File: src/rtl/pdcrc_pkg.sv
/*
  Shared constants for the dual-loop clock conditioner configuration block:
  register addresses, field positions, reset values and serial timing.
  Assumes a single 125 MHz system clock on both ends of the serial link.
*/
package pdcrc_pkg;
  localparam int unsigned CLK_NS = 8;
  // Serial clock half period in ns and in system clock cycles
  localparam int unsigned SER_HALF_NS = 32;
  localparam int unsigned SER_HALF_CYC = SER_HALF_NS / CLK_NS;
  // Length of the frequency calibration routine
  localparam int unsigned CAL_TIME_NS = 800;
  localparam int unsigned CAL_CYC = CAL_TIME_NS / CLK_NS;

  localparam logic [5:0] WORD_BITS = 6'h20;
  localparam logic [4:0] ADDR_FIRST = 5'h1b;
  localparam logic [4:0] ADDR_R12 = 5'h0c;
  localparam logic [4:0] ADDR_OUTER_PUMP_REF = 5'h1b;
  localparam logic [4:0] ADDR_INNER_REF_OUTER_FB = 5'h1c;
  localparam logic [4:0] ADDR_OSC_BAND_CAL = 5'h1d;
  localparam logic [4:0] ADDR_INNER_FB = 5'h1e;
  localparam logic [4:0] ADDR_READBACK_LOCK = 5'h1f;
  localparam int unsigned NUM_REGS = 5;

  // Register 27 fields
  localparam int unsigned OUTER_POL_BIT = 28;
  localparam int unsigned OUTER_CUR_LO = 26;
  localparam int unsigned PRESCALE_LO = 20;
  localparam int unsigned OUTER_REF_LO = 6;
  localparam int unsigned OUTER_HIZ_BIT = 5;
  // Register 28 fields
  localparam int unsigned INNER_REF_LO = 20;
  localparam int unsigned OUTER_FB_LO = 6;
  // Register 29 fields
  localparam int unsigned OSC_BAND_LO = 24;
  localparam int unsigned FAST_PD_BIT = 23;
  localparam int unsigned CAL_DIV_LO = 5;
  // Register 30 fields
  localparam int unsigned INNER_PRE_LO = 24;
  localparam int unsigned INNER_FB_LO = 5;
  // Register 31 fields
  localparam int unsigned RB_LEVEL_BIT = 21;
  localparam int unsigned RB_SEL_LO = 16;
  localparam int unsigned LOCK_BIT = 5;

  // Reset words; every divider starts at a legal ratio of one
  localparam logic [31:0] REG_RST [NUM_REGS] = '{
    32'h0000_0040, 32'h0010_0040, 32'h0000_0020, 32'h0100_0020,
    32'h0000_0000};

  // Outer pump current in microamps for codes 0 to 3
  localparam logic [10:0] CUR_UA_0 = 11'h064;
  localparam logic [10:0] CUR_UA_1 = 11'h0c8;
  localparam logic [10:0] CUR_UA_2 = 11'h190;
  localparam logic [10:0] CUR_UA_3 = 11'h640;
  localparam logic [3:0] INNER_PRE_CODE0_RATIO = 4'h8;
  localparam logic [3:0] INNER_PRE_LOW_RATIO = 4'h2;
endpackage : pdcrc_pkg

File: src/rtl/pdcrc_link_if.sv
/*
  Three-wire serial programming link with a readback line.
  Assumes both ends run on the same system clock.
*/
`timescale 1ns/1ps
interface pdcrc_link_if;
  logic ser_clk;
  logic ser_data;
  logic latch_en;
  logic rb_data;
  modport dev (input ser_clk, input ser_data, input latch_en,
    output rb_data);
  modport host (output ser_clk, output ser_data, output latch_en,
    input rb_data);
endinterface : pdcrc_link_if

File: src/rtl/pdcrc_dev.sv
/*
  Device end: serial register file for registers 27 to 31, divider and
  pump settings, frequency calibration sequencing and readback.
  Assumes link inputs synchronous to i_mclk and an external input
  switcher that reports the active clock input.
*/
// How it works
// Register 27 bit 28 sets outer pump polarity
// Pump current codes give 100/200/400/1600 microamps
// Register 27 bit 5 floats the outer pump
// Three 2-bit input prescalers in register 27
// Prescale 1/2/4/8 follows the active input
// Outer reference divider, 14 bits, never zero
// Inner reference divider, 12 bits, never zero
// Host enables doubler when inner reference is one
// Outer feedback divider in register 28, nonzero
// Host programs oscillator band; code 3 reserved
// Host sets fast flag above 100 MHz
// Calibration divider replaces feedback divider during calibration
// Register 30 write starts calibration in internal mode
// Each calibration run emits one sync event
// Inner prescaler: 0 gives 8, 1-2 give 2
// Inner feedback divider, 18 bits, never zero
// Register 31 bit 21 sets readback latch level
// Readback select picks returned register; some reserved
// Reading register 12 returns the select value
// Register 31 readback holds the lock bit and the select value in bits 4:0
// Lock bit blocks writes to registers 0-30
// Calibration starts after the whole word latched
`timescale 1ns/1ps
module pdcrc_dev (
  input wire logic i_mclk,
  input wire logic i_reset,
  pdcrc_link_if.dev link,
  input wire logic i_internal_vco_mode,
  input wire logic [1:0] i_active_input,
  output logic o_outer_pump_polarity,
  output logic [10:0] o_outer_pump_current_ua,
  output logic o_outer_pump_oe,
  output logic [3:0] o_input_prescale_ratio,
  output logic [13:0] o_outer_loop_ref_divider,
  output logic [11:0] o_inner_loop_ref_divider,
  output logic [13:0] o_outer_loop_fb_divider,
  output logic [2:0] o_osc_input_freq_band,
  output logic o_inner_fast_pd_mode,
  output logic [3:0] o_inner_loop_prescaler_ratio,
  output logic [17:0] o_inner_loop_fb_active,
  output logic o_cal_busy,
  output logic o_sync_pulse,
  output logic o_write_protect_bit
);
  typedef enum logic [0:0] {
    CAL_IDLE = 1'b0,
    CAL_RUN = 1'b1
  } pdcrc_cal_state_type;

  logic sclk_q;
  logic le_q;
  logic [31:0] shift_in_r;
  logic [5:0] bit_cnt_r;
  logic [31:0] cfg_r [pdcrc_pkg::NUM_REGS];
  logic commit_q;
  logic cal_req_r;
  pdcrc_cal_state_type cal_state_r;
  logic [15:0] cal_cnt_r;
  logic [31:0] rb_r;
  logic sclk_rise;
  logic le_rise;
  logic le_fall;
  logic commit;
  logic wr_ok;
  logic [4:0] wr_addr;
  logic [31:0] rb_word;
  logic [1:0] pre_code;
  logic [4:0] rb_sel;
  logic lock;

  assign sclk_rise = link.ser_clk & ~sclk_q;
  assign le_rise = link.latch_en & ~le_q;
  assign le_fall = ~link.latch_en & le_q;
  // A latch edge only commits after a full word, so readback framing
  // with the latch pin held high never writes stale bits
  assign commit = le_rise && (bit_cnt_r == pdcrc_pkg::WORD_BITS);
  assign wr_addr = shift_in_r[4:0];
  assign lock = cfg_r[4][pdcrc_pkg::LOCK_BIT];
  assign wr_ok = commit && (wr_addr == pdcrc_pkg::ADDR_READBACK_LOCK
    || !lock);
  assign rb_sel = cfg_r[4][pdcrc_pkg::RB_SEL_LO +: 5];
  assign link.rb_data = rb_r[31];

  always_ff @(posedge i_mclk) begin
    if (i_reset) begin
      sclk_q <= 1'b0;
      le_q <= 1'b0;
    end else begin
      sclk_q <= link.ser_clk;
      le_q <= link.latch_en;
    end
  end

  always_ff @(posedge i_mclk) begin
    if (i_reset) begin
      shift_in_r <= 32'h0000_0000;
    end else if (sclk_rise) begin
      shift_in_r <= {shift_in_r[30:0], link.ser_data};
    end
  end

  always_ff @(posedge i_mclk) begin
    if (i_reset || le_rise || le_fall) begin
      bit_cnt_r <= 6'h00;
    end else if (sclk_rise && bit_cnt_r != pdcrc_pkg::WORD_BITS) begin
      bit_cnt_r <= bit_cnt_r + 6'h01;
    end
  end

  // Dividers and bands are stored as written; the host keeps zero out
  // of every divider and code 3 out of the band field
  generate
    for (genvar gi = 0; gi < pdcrc_pkg::NUM_REGS; gi++) begin : g_cfg
      always_ff @(posedge i_mclk) begin
        if (i_reset) begin
          cfg_r[gi] <= pdcrc_pkg::REG_RST[gi];
        end else if (wr_ok && wr_addr == pdcrc_pkg::ADDR_FIRST
            + 5'(gi)) begin
          cfg_r[gi] <= shift_in_r; // see R6 see R7 see R9
        end
      end
    end
  endgenerate

  // Request is raised on the same edge that stores the word, so the routine
  // always runs on the new prescaler and divider values
  always_ff @(posedge i_mclk) begin
    if (i_reset) begin
      commit_q <= 1'b0;
      cal_req_r <= 1'b0;
    end else begin
      commit_q <= commit;
      cal_req_r <= wr_ok && i_internal_vco_mode
        && wr_addr == pdcrc_pkg::ADDR_INNER_FB; // see R13
    end
  end

  always_ff @(posedge i_mclk) begin
    if (i_reset) begin
      cal_state_r <= CAL_IDLE;
      cal_cnt_r <= 16'h0000;
      o_sync_pulse <= 1'b0;
    end else begin
      o_sync_pulse <= cal_req_r;
      case (cal_state_r)
        CAL_IDLE: begin
          if (cal_req_r) begin
            cal_state_r <= CAL_RUN;
            cal_cnt_r <= 16'(pdcrc_pkg::CAL_CYC - 1);
          end
        end
        CAL_RUN: begin
          // A new register 30 write restarts the routine
          if (cal_req_r) begin
            cal_cnt_r <= 16'(pdcrc_pkg::CAL_CYC - 1);
          end else if (cal_cnt_r == 16'h0000) begin
            cal_state_r <= CAL_IDLE;
          end else begin
            cal_cnt_r <= cal_cnt_r - 16'h0001;
          end
        end
        default: cal_state_r <= CAL_IDLE;
      endcase
    end
  end

  always_comb begin
    rb_word = 32'h0000_0000;
    if (rb_sel == pdcrc_pkg::ADDR_R12) begin
      rb_word[pdcrc_pkg::RB_SEL_LO +: 5] = rb_sel;
    end else if (rb_sel == pdcrc_pkg::ADDR_READBACK_LOCK) begin
      rb_word[pdcrc_pkg::LOCK_BIT] = lock;
      rb_word[4:0] = rb_sel;
    end else if (rb_sel >= pdcrc_pkg::ADDR_FIRST) begin
      rb_word = cfg_r[3'(rb_sel - pdcrc_pkg::ADDR_FIRST)];
    end
  end

  // Readback shifts only while the latch pin sits at the chosen level
  always_ff @(posedge i_mclk) begin
    if (i_reset) begin
      rb_r <= 32'h0000_0000;
    end else if (commit_q) begin
      rb_r <= rb_word;
    end else if (sclk_rise
        && link.latch_en == cfg_r[4][pdcrc_pkg::RB_LEVEL_BIT]) begin
      rb_r <= {rb_r[30:0], 1'b0};
    end
  end

  always_comb begin
    case (i_active_input)
      2'h1: pre_code = cfg_r[0][pdcrc_pkg::PRESCALE_LO + 2 +: 2];
      2'h2: pre_code = cfg_r[0][pdcrc_pkg::PRESCALE_LO + 4 +: 2];
      default: pre_code = cfg_r[0][pdcrc_pkg::PRESCALE_LO +: 2];
    endcase
  end

  always_ff @(posedge i_mclk) begin
    if (i_reset) begin
      o_outer_pump_polarity <= 1'b0;
      o_outer_pump_current_ua <= 11'h000;
      o_outer_pump_oe <= 1'b0;
      o_input_prescale_ratio <= 4'h1;
      o_outer_loop_ref_divider <= 14'h0001;
      o_outer_loop_fb_divider <= 14'h0001;
      o_inner_loop_ref_divider <= 12'h001;
      o_osc_input_freq_band <= 3'h0;
      o_inner_fast_pd_mode <= 1'b0;
      o_write_protect_bit <= 1'b0;
    end else begin
      o_outer_pump_polarity <= cfg_r[0][pdcrc_pkg::OUTER_POL_BIT];
      o_outer_pump_oe <= ~cfg_r[0][pdcrc_pkg::OUTER_HIZ_BIT];
      if (cfg_r[0][pdcrc_pkg::OUTER_HIZ_BIT]) begin
        o_outer_pump_current_ua <= 11'h000;
      end else begin
        case (cfg_r[0][pdcrc_pkg::OUTER_CUR_LO +: 2])
          2'h0: o_outer_pump_current_ua <= pdcrc_pkg::CUR_UA_0;
          2'h1: o_outer_pump_current_ua <= pdcrc_pkg::CUR_UA_1;
          2'h2: o_outer_pump_current_ua <= pdcrc_pkg::CUR_UA_2;
          default: o_outer_pump_current_ua <= pdcrc_pkg::CUR_UA_3;
        endcase
      end
      o_input_prescale_ratio <= 4'h1 << pre_code; // see R4
      o_outer_loop_ref_divider <= cfg_r[0][pdcrc_pkg::OUTER_REF_LO +: 14];
      o_outer_loop_fb_divider <= cfg_r[1][pdcrc_pkg::OUTER_FB_LO +: 14];
      o_inner_loop_ref_divider <= cfg_r[1][pdcrc_pkg::INNER_REF_LO +: 12];
      o_osc_input_freq_band <= cfg_r[2][pdcrc_pkg::OSC_BAND_LO +: 3];
      o_inner_fast_pd_mode <= cfg_r[2][pdcrc_pkg::FAST_PD_BIT];
      o_write_protect_bit <= lock;
    end
  end

  always_ff @(posedge i_mclk) begin
    if (i_reset) begin
      o_inner_loop_prescaler_ratio <= 4'h2;
      o_inner_loop_fb_active <= 18'h00001;
      o_cal_busy <= 1'b0;
    end else begin
      case (cfg_r[3][pdcrc_pkg::INNER_PRE_LO +: 3])
        3'h0: o_inner_loop_prescaler_ratio <=
          pdcrc_pkg::INNER_PRE_CODE0_RATIO;
        3'h1, 3'h2: o_inner_loop_prescaler_ratio <=
          pdcrc_pkg::INNER_PRE_LOW_RATIO;
        default: o_inner_loop_prescaler_ratio <=
          {1'b0, cfg_r[3][pdcrc_pkg::INNER_PRE_LO +: 3]};
      endcase
      o_cal_busy <= cal_state_r == CAL_RUN;
      if (cal_state_r == CAL_RUN) begin
        o_inner_loop_fb_active <=
          cfg_r[2][pdcrc_pkg::CAL_DIV_LO +: 18];
      end else begin
        o_inner_loop_fb_active <= cfg_r[3][pdcrc_pkg::INNER_FB_LO +: 18];
      end
    end
  end
endmodule : pdcrc_dev

File: src/flat_wrapper.sv
// flat-port wrapper written by rule: the top's interface ports become plain ports
module pdcrc_dev_flat 
  (i_mclk, i_reset, i_internal_vco_mode, i_active_input, o_outer_pump_polarity, o_outer_pump_current_ua, o_outer_pump_oe, o_input_prescale_ratio, o_outer_loop_ref_divider, o_inner_loop_ref_divider, o_outer_loop_fb_divider, o_osc_input_freq_band, o_inner_fast_pd_mode, o_inner_loop_prescaler_ratio, o_inner_loop_fb_active, o_cal_busy, o_sync_pulse, o_write_protect_bit, link_ser_clk, link_ser_data, link_latch_en, link_rb_data);
  pdcrc_link_if link_i ();
  input wire logic i_mclk;
  input wire logic i_reset;
  input wire logic i_internal_vco_mode;
  input wire logic [1:0] i_active_input;
  output logic o_outer_pump_polarity;
  output logic [10:0] o_outer_pump_current_ua;
  output logic o_outer_pump_oe;
  output logic [3:0] o_input_prescale_ratio;
  output logic [13:0] o_outer_loop_ref_divider;
  output logic [11:0] o_inner_loop_ref_divider;
  output logic [13:0] o_outer_loop_fb_divider;
  output logic [2:0] o_osc_input_freq_band;
  output logic o_inner_fast_pd_mode;
  output logic [3:0] o_inner_loop_prescaler_ratio;
  output logic [17:0] o_inner_loop_fb_active;
  output logic o_cal_busy;
  output logic o_sync_pulse;
  output logic o_write_protect_bit;
  input wire logic [$bits(link_i.ser_clk)-1:0] link_ser_clk;
  input wire logic [$bits(link_i.ser_data)-1:0] link_ser_data;
  input wire logic [$bits(link_i.latch_en)-1:0] link_latch_en;
  output wire logic [$bits(link_i.rb_data)-1:0] link_rb_data;
  assign link_i.ser_clk = link_ser_clk;
  assign link_i.ser_data = link_ser_data;
  assign link_i.latch_en = link_latch_en;
  assign link_rb_data = link_i.rb_data;
  pdcrc_dev u_core (.i_mclk(i_mclk), .i_reset(i_reset), .link(link_i), .i_internal_vco_mode(i_internal_vco_mode), .i_active_input(i_active_input), .o_outer_pump_polarity(o_outer_pump_polarity), .o_outer_pump_current_ua(o_outer_pump_current_ua), .o_outer_pump_oe(o_outer_pump_oe), .o_input_prescale_ratio(o_input_prescale_ratio), .o_outer_loop_ref_divider(o_outer_loop_ref_divider), .o_inner_loop_ref_divider(o_inner_loop_ref_divider), .o_outer_loop_fb_divider(o_outer_loop_fb_divider), .o_osc_input_freq_band(o_osc_input_freq_band), .o_inner_fast_pd_mode(o_inner_fast_pd_mode), .o_inner_loop_prescaler_ratio(o_inner_loop_prescaler_ratio), .o_inner_loop_fb_active(o_inner_loop_fb_active), .o_cal_busy(o_cal_busy), .o_sync_pulse(o_sync_pulse), .o_write_protect_bit(o_write_protect_bit));
endmodule
File: config.mk
export PLATFORM = sky130hd
export DESIGN_NAME = pdcrc_dev_flat
export DESIGN_NICKNAME = d
export VERILOG_FILES = /design/src/rtl/pdcrc_pkg.sv /design/src/rtl/pdcrc_link_if.sv /design/src/rtl/pdcrc_dev.sv /design/src/flat_wrapper.sv
export SDC_FILE = /design/constraint.sdc
export NUM_CORES = 1
export LEC_CHECK = 0
export ABC_AREA = 1
export ABC_CLOCK_PERIOD_IN_PS = 4600
export BUFFER_PORTS_ARGS = -buffer_cell sky130_fd_sc_hd__buf_2
export CAP_MARGIN = 20
export CORE_MARGIN = 10
export CORE_UTILIZATION = 50
export CTS_BUF_LIST = sky130_fd_sc_hd__clkbuf_8
export DETAILED_ROUTE_END_ITERATION = 8
export PLACE_DENSITY = 0.7
export SYNTH_ARGS = -nofsm -noshare
export SYNTH_HDL_FRONTEND = slang
export SYNTH_SLANG_ARGS = --single-unit
File: constraint.sdc
create_clock -name i_mclk -period 4.6 [get_ports i_mclk]
set_input_delay 0.23 -clock i_mclk [delete_from_list [all_inputs] [get_ports i_mclk]]
set_output_delay 0.23 -clock i_mclk [all_outputs]
set_load 0.005 [all_outputs]
## Word-level counts from Yosys, hierarchy flattened

Memories as Yosys holds them, arrays and structs flattened. A register that Yosys moved wholly into a read port is not among the register bits.
Index checks and enable logic that the tools add are counted.
Widths: inputs -> output; s select.

- Add/subtract/negate cells: 3
- Magnitude comparators: 1
- Eq/ne operators: 18
- Shift operators: 1
- Muxes and demuxes: 42
- Bitwise operators: 13
- Reductions and logical operators: 22

Operators by type and width:

| kind | number |
|---|---|
| $mux 32 | 8 |
| $mux 16 | 4 |
| $pmux 11 s3 | 1 |
| $pmux 16 s2 | 1 |
| $eq 5x5->1 const B | 6 |
| $mux 26 | 1 |
| $mux 1 | 20 |
| $mux 18 | 1 |
| $logic_not 16->1 | 1 |
| $sub 16x1->16 const B | 1 |
| $logic_and 1x1->1 | 11 |
| $mux 11 | 1 |
| $pmux 4 s2 | 1 |
| $add 6x1->6 const B | 1 |
| $eq 6x6->1 const B | 1 |
| $mux 6 | 1 |
| $ne 6x6->1 const B | 1 |
| $eq 5x4->1 const B | 1 |
| $ge 5x5->1 const B | 1 |
| $mux 5 | 1 |
| $not 1->1 | 5 |
| $or 1x1->1 | 5 |
| $eq 2x1->1 const B | 2 |
| $eq 2x2->1 const B | 2 |
| other kinds (17) | 22 |

- Flip-flop bits (word level): 151
- RAM bits: 160
- Bits of input ports: 8
- Output and inout port bits: 87
- Logic and storage cells: 122
- Memories: 1

Memories:

| name | words | width | rd ports | clocked after memory_dff | wr ports | line | text |
|---|---|---|---|---|---|---|---|
| u_core.cfg_r | 5 | 32 | 6 | 1 | 5 | pdcrc_dev.sv:61 | `logic [31:0] cfg_r [pdcrc_pkg::NUM_REGS];` |

## Logic depth before layout (Yosys ltp)

Gate-level depths: netlist (run 1).

- Word-level depth: 9
- Gate-level depth with buffers: 16
- Mapped depth without buffers: 11

## Worst setup path after synthesis (run 1)

Ideal clock, no wire load.

- Path type: register -> register
- From: reg u_core.bit_cnt_r[0]
- To: mem u_core.cfg_r[4][0] (enable)
- Library setup time: 466 ps
- Arrival time: 3,214 ps
- Data required time: 4,134 ps
- Slack: 920 ps
- Cell stages (with the launch flop): 7
- Buffers on the path: 0
- Clock period less this slack: 3,680 ps
- Cell sequence: dfxtp_1 inv_1 ha_1 nand3_1 nor2_1 nand2_1 o21ai_0

RTL lines:

| item | line | text |
|---|---|---|
| from (decl) | pdcrc_dev.sv:60 | `logic [5:0] bit_cnt_r;` |
| from (signal assigned) | pdcrc_dev.sv:113 | `bit_cnt_r <= bit_cnt_r + 6'h01;` |
| to (decl) | pdcrc_dev.sv:61 |  |

==> results of run 1 <==
## stage by stage
step / util [%] / setup WS, ns / cell area [µm²] / power (mW) / instances
detailed placement: 53.8 / 1.70 / 14100 / 3.68 / 1841
CTS: 58.0 / 1.69 / 15200 / 6.11 / 1946
floorplan: - / 0.920 / 13500 / 3.54 / 1479
finish: 58.0 / 1.69 / 15200 / 6.07 / 1946
global route: 58.0 / 1.46 / 15200 / 6.28 / 1946
global placement: 53.8 / 1.84 / 14100 / 3.67 / 1841
## flip-flops by register name, indices dropped and copies added (netlist names), 3 cells and up
register / cells
u_core.cal_cnt_r: 16
u_core.o_outer_pump_current_ua: 6
u_core.o_osc_input_freq_band: 3
u_core.o_outer_loop_fb_divider: 14
u_core.o_inner_loop_ref_divider: 12
u_core.shift_in_r: 32
u_core.o_outer_loop_ref_divider: 14
u_core.o_inner_loop_fb_active: 18
u_core.o_inner_loop_prescaler_ratio: 4
u_core.bit_cnt_r: 6
u_core.cfg_r: 160
u_core.rb_r: 32
u_core.o_input_prescale_ratio: 4
## worst reg2reg max path: stages (launching register included)
cell	delay [ns]
dfxtp_1	0.35
inv_1	0.09
ha_1	0.15
nand3_1	0.10
nor2_1	0.14
nand2_1	0.25
a21oi_4	0.27
nand3_2	0.17
nand2_1	0.61
buf_4	0.45
## cells by family (layout without fill, tap and decap cells)
group                    Yosys count  count (layout)  synth area share (%)
XOR/XNOR                           6               6                 0.391
adder cells (fa/ha/maj)           12              12                  1.12
buffers and inverters            245             377                  7.34
other                              1               7                0.0279
AND/OR/NAND/NOR                  544             544                  16.7
AO/OA/AOI/OAI                    333             333                  13.0
flip-flops                       332             332                  61.4
## timing repair
item                                    4_1_cts  5_1_grt
endpoints found under the setup margin        0        0
hold buffers                                  4        0
endpoints found under the hold margin         4        0
## power by group through the flow
stage / combinational (mW) / sequential, mW / clock, mW
finish: 0.368 / 3.25 / 2.45
floorplan: 0.233 / 3.31 / 0
global placement: 0.358 / 3.31 / 0
CTS: 0.370 / 3.25 / 2.49
detailed placement: 0.365 / 3.31 / 0
global route: 0.417 / 3.26 / 2.61
## worst paths after layout
kind	from	end	slack, ns	cells after the start
setup reg to reg	u_core.bit_cnt_r[0]	u_core.cfg_r[1][19]	1.69	9
hold reg to reg	u_core.cfg_r[3][25]	u_core.o_inner_loop_prescaler_ratio[3]	0.46	1
setup / recovery	u_core.bit_cnt_r[0]	u_core.cfg_r[1][19]	1.69	9
hold / removal	i_reset	u_core.o_inner_loop_ref_divider[0]	0.08	3
## synthesized netlist by cell type (5+ instances only)
| cell | number |
|---|---|
| a21oi_1 | 130 |
| a31oi_1 | 6 |
| buf_1 | 8 |
| buf_2 | 5 |
| buf_4 | 6 |
| buf_6 | 5 |
| clkbuf_1 | 62 |
| dfxtp_1 | 172 |
| edfxtp_1 | 160 |
| ha_1 | 12 |
| inv_1 | 151 |
| inv_2 | 7 |
| nand2_1 | 202 |
| nand3_1 | 37 |
| nand4_1 | 8 |
| nor2_1 | 247 |
| nor2_2 | 22 |
| nor3_1 | 11 |
| o211ai_1 | 23 |
| o21ai_0 | 169 |
| or2_2 | 6 |
| xor2_1 | 5 |
## layout make-up
class,instances,area share [%]
multi-input combinational,902,27.8
clock inverter,39,1.29
inverter,159,3.92
timing repair buffer,117,4.48
sequential,332,54.1
clock buffer,62,5.60
tap,335,2.75
## per-layer routing
layer | share of wire, % | wire length, µm
met5 | 0 | 0
met4 | 2.6 | 851
met3 | 7.4 | 2400
met2 | 46 | 15000
met1 | 44 | 14300
==> summary.txt, run 1 <==
Route
  • DR WL/cell: 16.7 µm
  • Via density: 5.28
  • Total Wirelength: 32.5 mm
  • DR vias: 10300
  • Final ANT Viol Nets: 0
  • Initial DRC Count: 954
  • Remaining DRCs: 0
  • Drt first pass iters: 6

Global route
  • Met3 usage: 3.70%
  • Total Routing Usage GR: 18.9%
  • Met2 Usage GRT: 31.0%
  • Vias in the first global route: 10100
  • Gr busiest metal: met2
  • Initial antenna violation count: 1
  • GRT Residual Overflow: 0
  • Largest net degree at the start of global routing: 101
  • First-pass GRT wire length: 51.7 mm
  • Met1 Resource Use GR: 24.5%

Worst setup path
  • CP bufs+invs: 2
  • CP Class: reg -> reg
  • Slowest CP cell: nand2_1
  • WP data required: 4.86 ns
  • Crit-path max FO: 17
  • CP cell instances: inv_1 -> ha_1 -> nand3_1 -> nor2_1 -> nand2_1 -> a21oi_4 -> nand3_2 -> nand2_1 -> buf_4
  • Arrival @ worst endpoint: 3.17 ns
  • Delay-heaviest family, CP: simple AND/OR/NAND/NOR gates
  • CP peak stage delay: 0.61 ns
  • Worst setup SP type: flip-flop
  • CP Capture Type: flip-flop
  • CP dominant cell by count: nand2_1

STA
  • TNS Setup: 0 ns
  • Final Hold Slack: 0.0790 ns
  • Clock skew: 0.0208 ns
  • Setup-failing EPs final: 0
  • Slew Limit Headroom: 35.2%
  • Tmin final: 2.91 ns
  • Slew Viols, Final: 0
  • Final Hold Viols: 0
  • Crit share post-route: 63.3%
  • Measured slew at the worst slew-check pin: 0.970 ns
  • RSZ-0062 raised after global routing: false
  • F_max: 343 MHz

Layout
  • Layout area overhead: 13.4%
  • Filler instances: 2281
  • Layout cells sized above 1: 14.5%
  • Antenna cells: 0
  • Register area: 8250 µm²
  • Most frequent cells in the layout: 245 x nor2_1, 202 x nand2_1, 173 x inv_1
  • Multi-input gate area: 4240 µm²
  • Layout Nets: 1586
  • Most common cell after layout, fill and taps aside: nor2_1

Outcome
  • Status: finished clean

Clocking
  • CTS Buffer Depth: 3
  • Post-CTS resize count: 0
  • Clk_lat worst skew: 0.60 ns
  • CTS buffer count: 54
  • Reg clk slew, reported paths: 0.06 ns
  • CTS tree: done
  • H-Tree Depth: 2
  • CTS sink cnt: 332
  • # Post-CTS Setup Buffers: 0
  • Root Buffer: clkbuf_8

Pwr
  • Internal power: 4.60 mW
  • Net Sw Frac: 24.2%
  • P per Cell Area: 398 nW/µm²
  • Total net switching power: 1.47 mW
  • Combinational share of power: 6.1%
  • Clk pwr share: 40.4%
  • Reg power frac: 53.6%
  • Lkg Pwr: 6.40 nW
  • Peak VDD IR: 0.000249 V

Floorplan
  • DIE WIDTH: 184 µm
  • Cell row count: 59
  • DIE HEIGHT: 184 µm
  • Initial Util: 51.1%
  • Core Area: 26300 µm²
  • DIE AREA: 33800 µm²
  • I/O pin total: 95

Yosys
  • Syn Area/Cell: 9.12 µm²
  • Post-synth top flop: dfxtp_1
  • Seq cells post-synth: 332
  • Post-synth ARST share: 0%
  • Unique masters post-synth: 37
  • Synth top area share: 35.8%
  • Largest area contributor in the netlist: edfxtp_1
  • Area contributors post-synth: edfxtp_1 36%, dfxtp_1 26%, nor2_1 6.9%
  • Synth Cell Area: 13400 µm²
  • Mapped Cells: 1473
  • Sequential share of the synthesized area: 61.4%
  • Synth warnings: 0
  • Number of synthesized flops with an enable pin: 160

Flow run
  • Max cap viols: 0

Place
  • Hpwl dp: 20.1 mm
  • Number of port buffers: 92
  • RD Place Congestion: 0.854

Hold path
  • Worst hold path class: in -> reg
Power figures use the tool's default switching activity.
==> run 2: changes to the inputs <==
Settings changed: ABC_CLOCK_PERIOD_IN_PS 4600 to 3100.
Clock period 4.6 ns to 3.1 ns, I/O delays scaled along.
==> run 2 against run 1 <==
Effect of this change:
- critical path depth grew 1
- combinational power grew 52%
- clock power grew 49%
- non-clock buffer count grew 6
- register-to-register slack lost 0.95 ns
- setup slack lost 0.95 ns
- sequential cell count is the same
- via count grew 1.0%
- final cell count grew 0.21%
==> summary.txt, run 2 (synthesis gave the netlist of run 1 again) <==
Outcome
  • Status: finished clean

Floorplan
  • DIE HEIGHT: 184 µm
  • Core Area: 26300 µm²
  • Initial Util: 51.1%
  • DIE AREA: 33800 µm²
  • Cell row count: 59
  • I/O pin total: 95
  • DIE WIDTH: 184 µm

Global route
  • First-pass GRT wire length: 52.2 mm
  • Total Routing Usage GR: 19.1%
  • Vias in the first global route: 9962
  • Largest net degree at the start of global routing: 79
  • GRT Residual Overflow: 0
  • Initial antenna violation count: 0

Place
  • Number of port buffers: 92
  • Placed inst area: 14200 µm²
  • RD Place Congestion: 0.864
  • Hpwl dp: 20.3 mm
  • Setup WS pre-CTS: 0.738 ns

Layout
  • Most frequent cells in the layout: 245 x nor2_1, 202 x nand2_1, 172 x dfxtp_1
  • Post-Layout Inst Area: 15300 µm²
  • Top reg by flops: u_core.cfg_r
  • Most common cell after layout, fill and taps aside: nor2_1
  • Antenna cells: 0
  • Util after Layout: 58.2%
  • Layout area overhead: 13.8%
  • Layout Nets: 1591
  • Layout cells sized above 1: 15.0%
  • Top flop regs: u_core.cfg_r x160, u_core.rb_r x32, u_core.shift_in_r x32
  • Largest register FFs: 160

Clocking
  • CTS tree: done
  • Clk_lat worst skew: 0.59 ns
  • Reg clk slew, reported paths: 0.06 ns
  • CTS Buffer Depth: 3
  • Root Buffer: clkbuf_8
  • H-Tree Depth: 2
  • Post-CTS resize count: 0
  • CTS buffer count: 53
  • CTS sink cnt: 332

Pwr
  • Net Sw Frac: 24.2%
  • Reg power frac: 53.5%
  • P per Cell Area: 590 nW/µm²
  • Peak VDD IR: 0.000426 V
  • Combinational share of power: 6.2%
  • Internal power: 6.84 mW
  • Lkg Pwr: 6.42 nW
  • Total net switching power: 2.18 mW
  • Clk pwr share: 40.3%

STA
  • Final Hold Slack: 0.153 ns
  • Min setup slack post-route: 0.732 ns
  • TNS Setup: 0 ns
  • Setup-failing EPs final: 0
  • Clock skew: 0.0241 ns
  • Tmin final: 2.37 ns
  • Slew Viols, Final: 0
  • Crit share post-route: 76.4%
  • Slew Limit Headroom: 41.2%
  • Final Hold Viols: 0
  • F_max: 422 MHz
  • RSZ-0062 raised after global routing: false
  • Measured slew at the worst slew-check pin: 0.881 ns

Worst setup path
  • Arrival @ worst endpoint: 2.67 ns
  • Worst setup path startpoint: u_core.bit_cnt_r[0]
  • Crit Reg-Reg Startpoint: u_core.bit_cnt_r[0]
  • Crit-path max FO: 26
  • Reg2reg setup slack: 0.73 ns
  • Worst setup SP type: flip-flop
  • CP Capture Type: flip-flop
  • R2R depth: 10
  • RR Endpoint: u_core.cfg_r[2][8]
  • CP Class: reg -> reg
  • WP data required: 3.40 ns

Hold path
  • Worst hold path class: in -> reg
  • Hold path depth: 7
  • HP Start: i_active_input[1]
  • Worst Hold Path EP: u_core.o_input_prescale_ratio[1]

Flow run
  • Max cap viols: 0

Route
  • Initial DRC Count: 938
  • Final ANT Viol Nets: 0
  • DR WL/cell: 16.9 µm
  • DR vias: 10400
  • Via density: 5.32
  • Total Wirelength: 32.9 mm
  • Remaining DRCs: 0
  • Drt first pass iters: 5
[run 2: final cells by class]
| cell class | instances | area (µm²) |
|---|---|---|
| Tap cell | 335 | 419 |
| Clock buffer | 66 | 908 |
| Fill cell | 2248 | 11000 |
| Inverter | 159 | 597 |
| Multi-Input combinational cell | 902 | 4240 |
| Sequential cell | 332 | 8250 |
| Clock inverter | 33 | 143 |
| Timing Repair Buffer | 123 | 728 |
[run 2: worst max-delay path: stages, from the launching register on]
cell	delay (ns)
dfxtp_1	0.39
inv_1	0.08
ha_1	0.20
nand3_1	0.08
nor2_1	0.06
nand2_1	0.25
a21oi_4	0.09
nand3_2	0.16
nor2_4	0.06
inv_2	0.63
nor2_1	0.08
[run 2: layer usage]
layer,GRT usage (%),routed length [µm],vias to the layer above
li1,-,-,5043
met1,24.6,13800,4877
met2,31.6,15600,395
met3,3.95,2840,62
met4,6.10,729,0
met5,0,0,-
[run 2: worst max-delay path by stage]
| stage | slack (ns) | endpoint |
|---|---|---|
| 6_report | 0.73 | u_core.cfg_r[2][8] |
| 5_1_grt | 0.50 | u_core.cfg_r[2][9] |
| 4_1_cts | 0.71 | u_core.cfg_r[2][8] |
| 3_5_place_dp | 0.74 | u_core.cfg_r[2][8] |
| 3_3_place_gp | 0.83 | u_core.cfg_r[2][31] |
| 2_1_floorplan | 0.29 | u_core.cfg_r[4][0] |
[run 2: stage by stage]
step,power [mW],cells
after floorplan,5.25,1479
after global placement,5.45,1847
after detailed placement,5.46,1847
after CTS,9.07,1950
after global routing,9.35,1950
final,9.02,1950
[run 2: what timing repair did]
item,4_1_cts,5_1_grt
hold buffers,4,0
hold endpoints to repair,4,0
buffers inserted,0,0
[run 2: power groups by stage]
stage	Sequential [mW]	Clock, mW	Combinational (mW)
3_3_place_gp	4.91	0	0.544
3_5_place_dp	4.91	0	0.553
5_1_grt	4.84	3.88	0.628
2_1_floorplan	4.90	0	0.349
6_report	4.82	3.64	0.558
4_1_cts	4.82	3.69	0.560
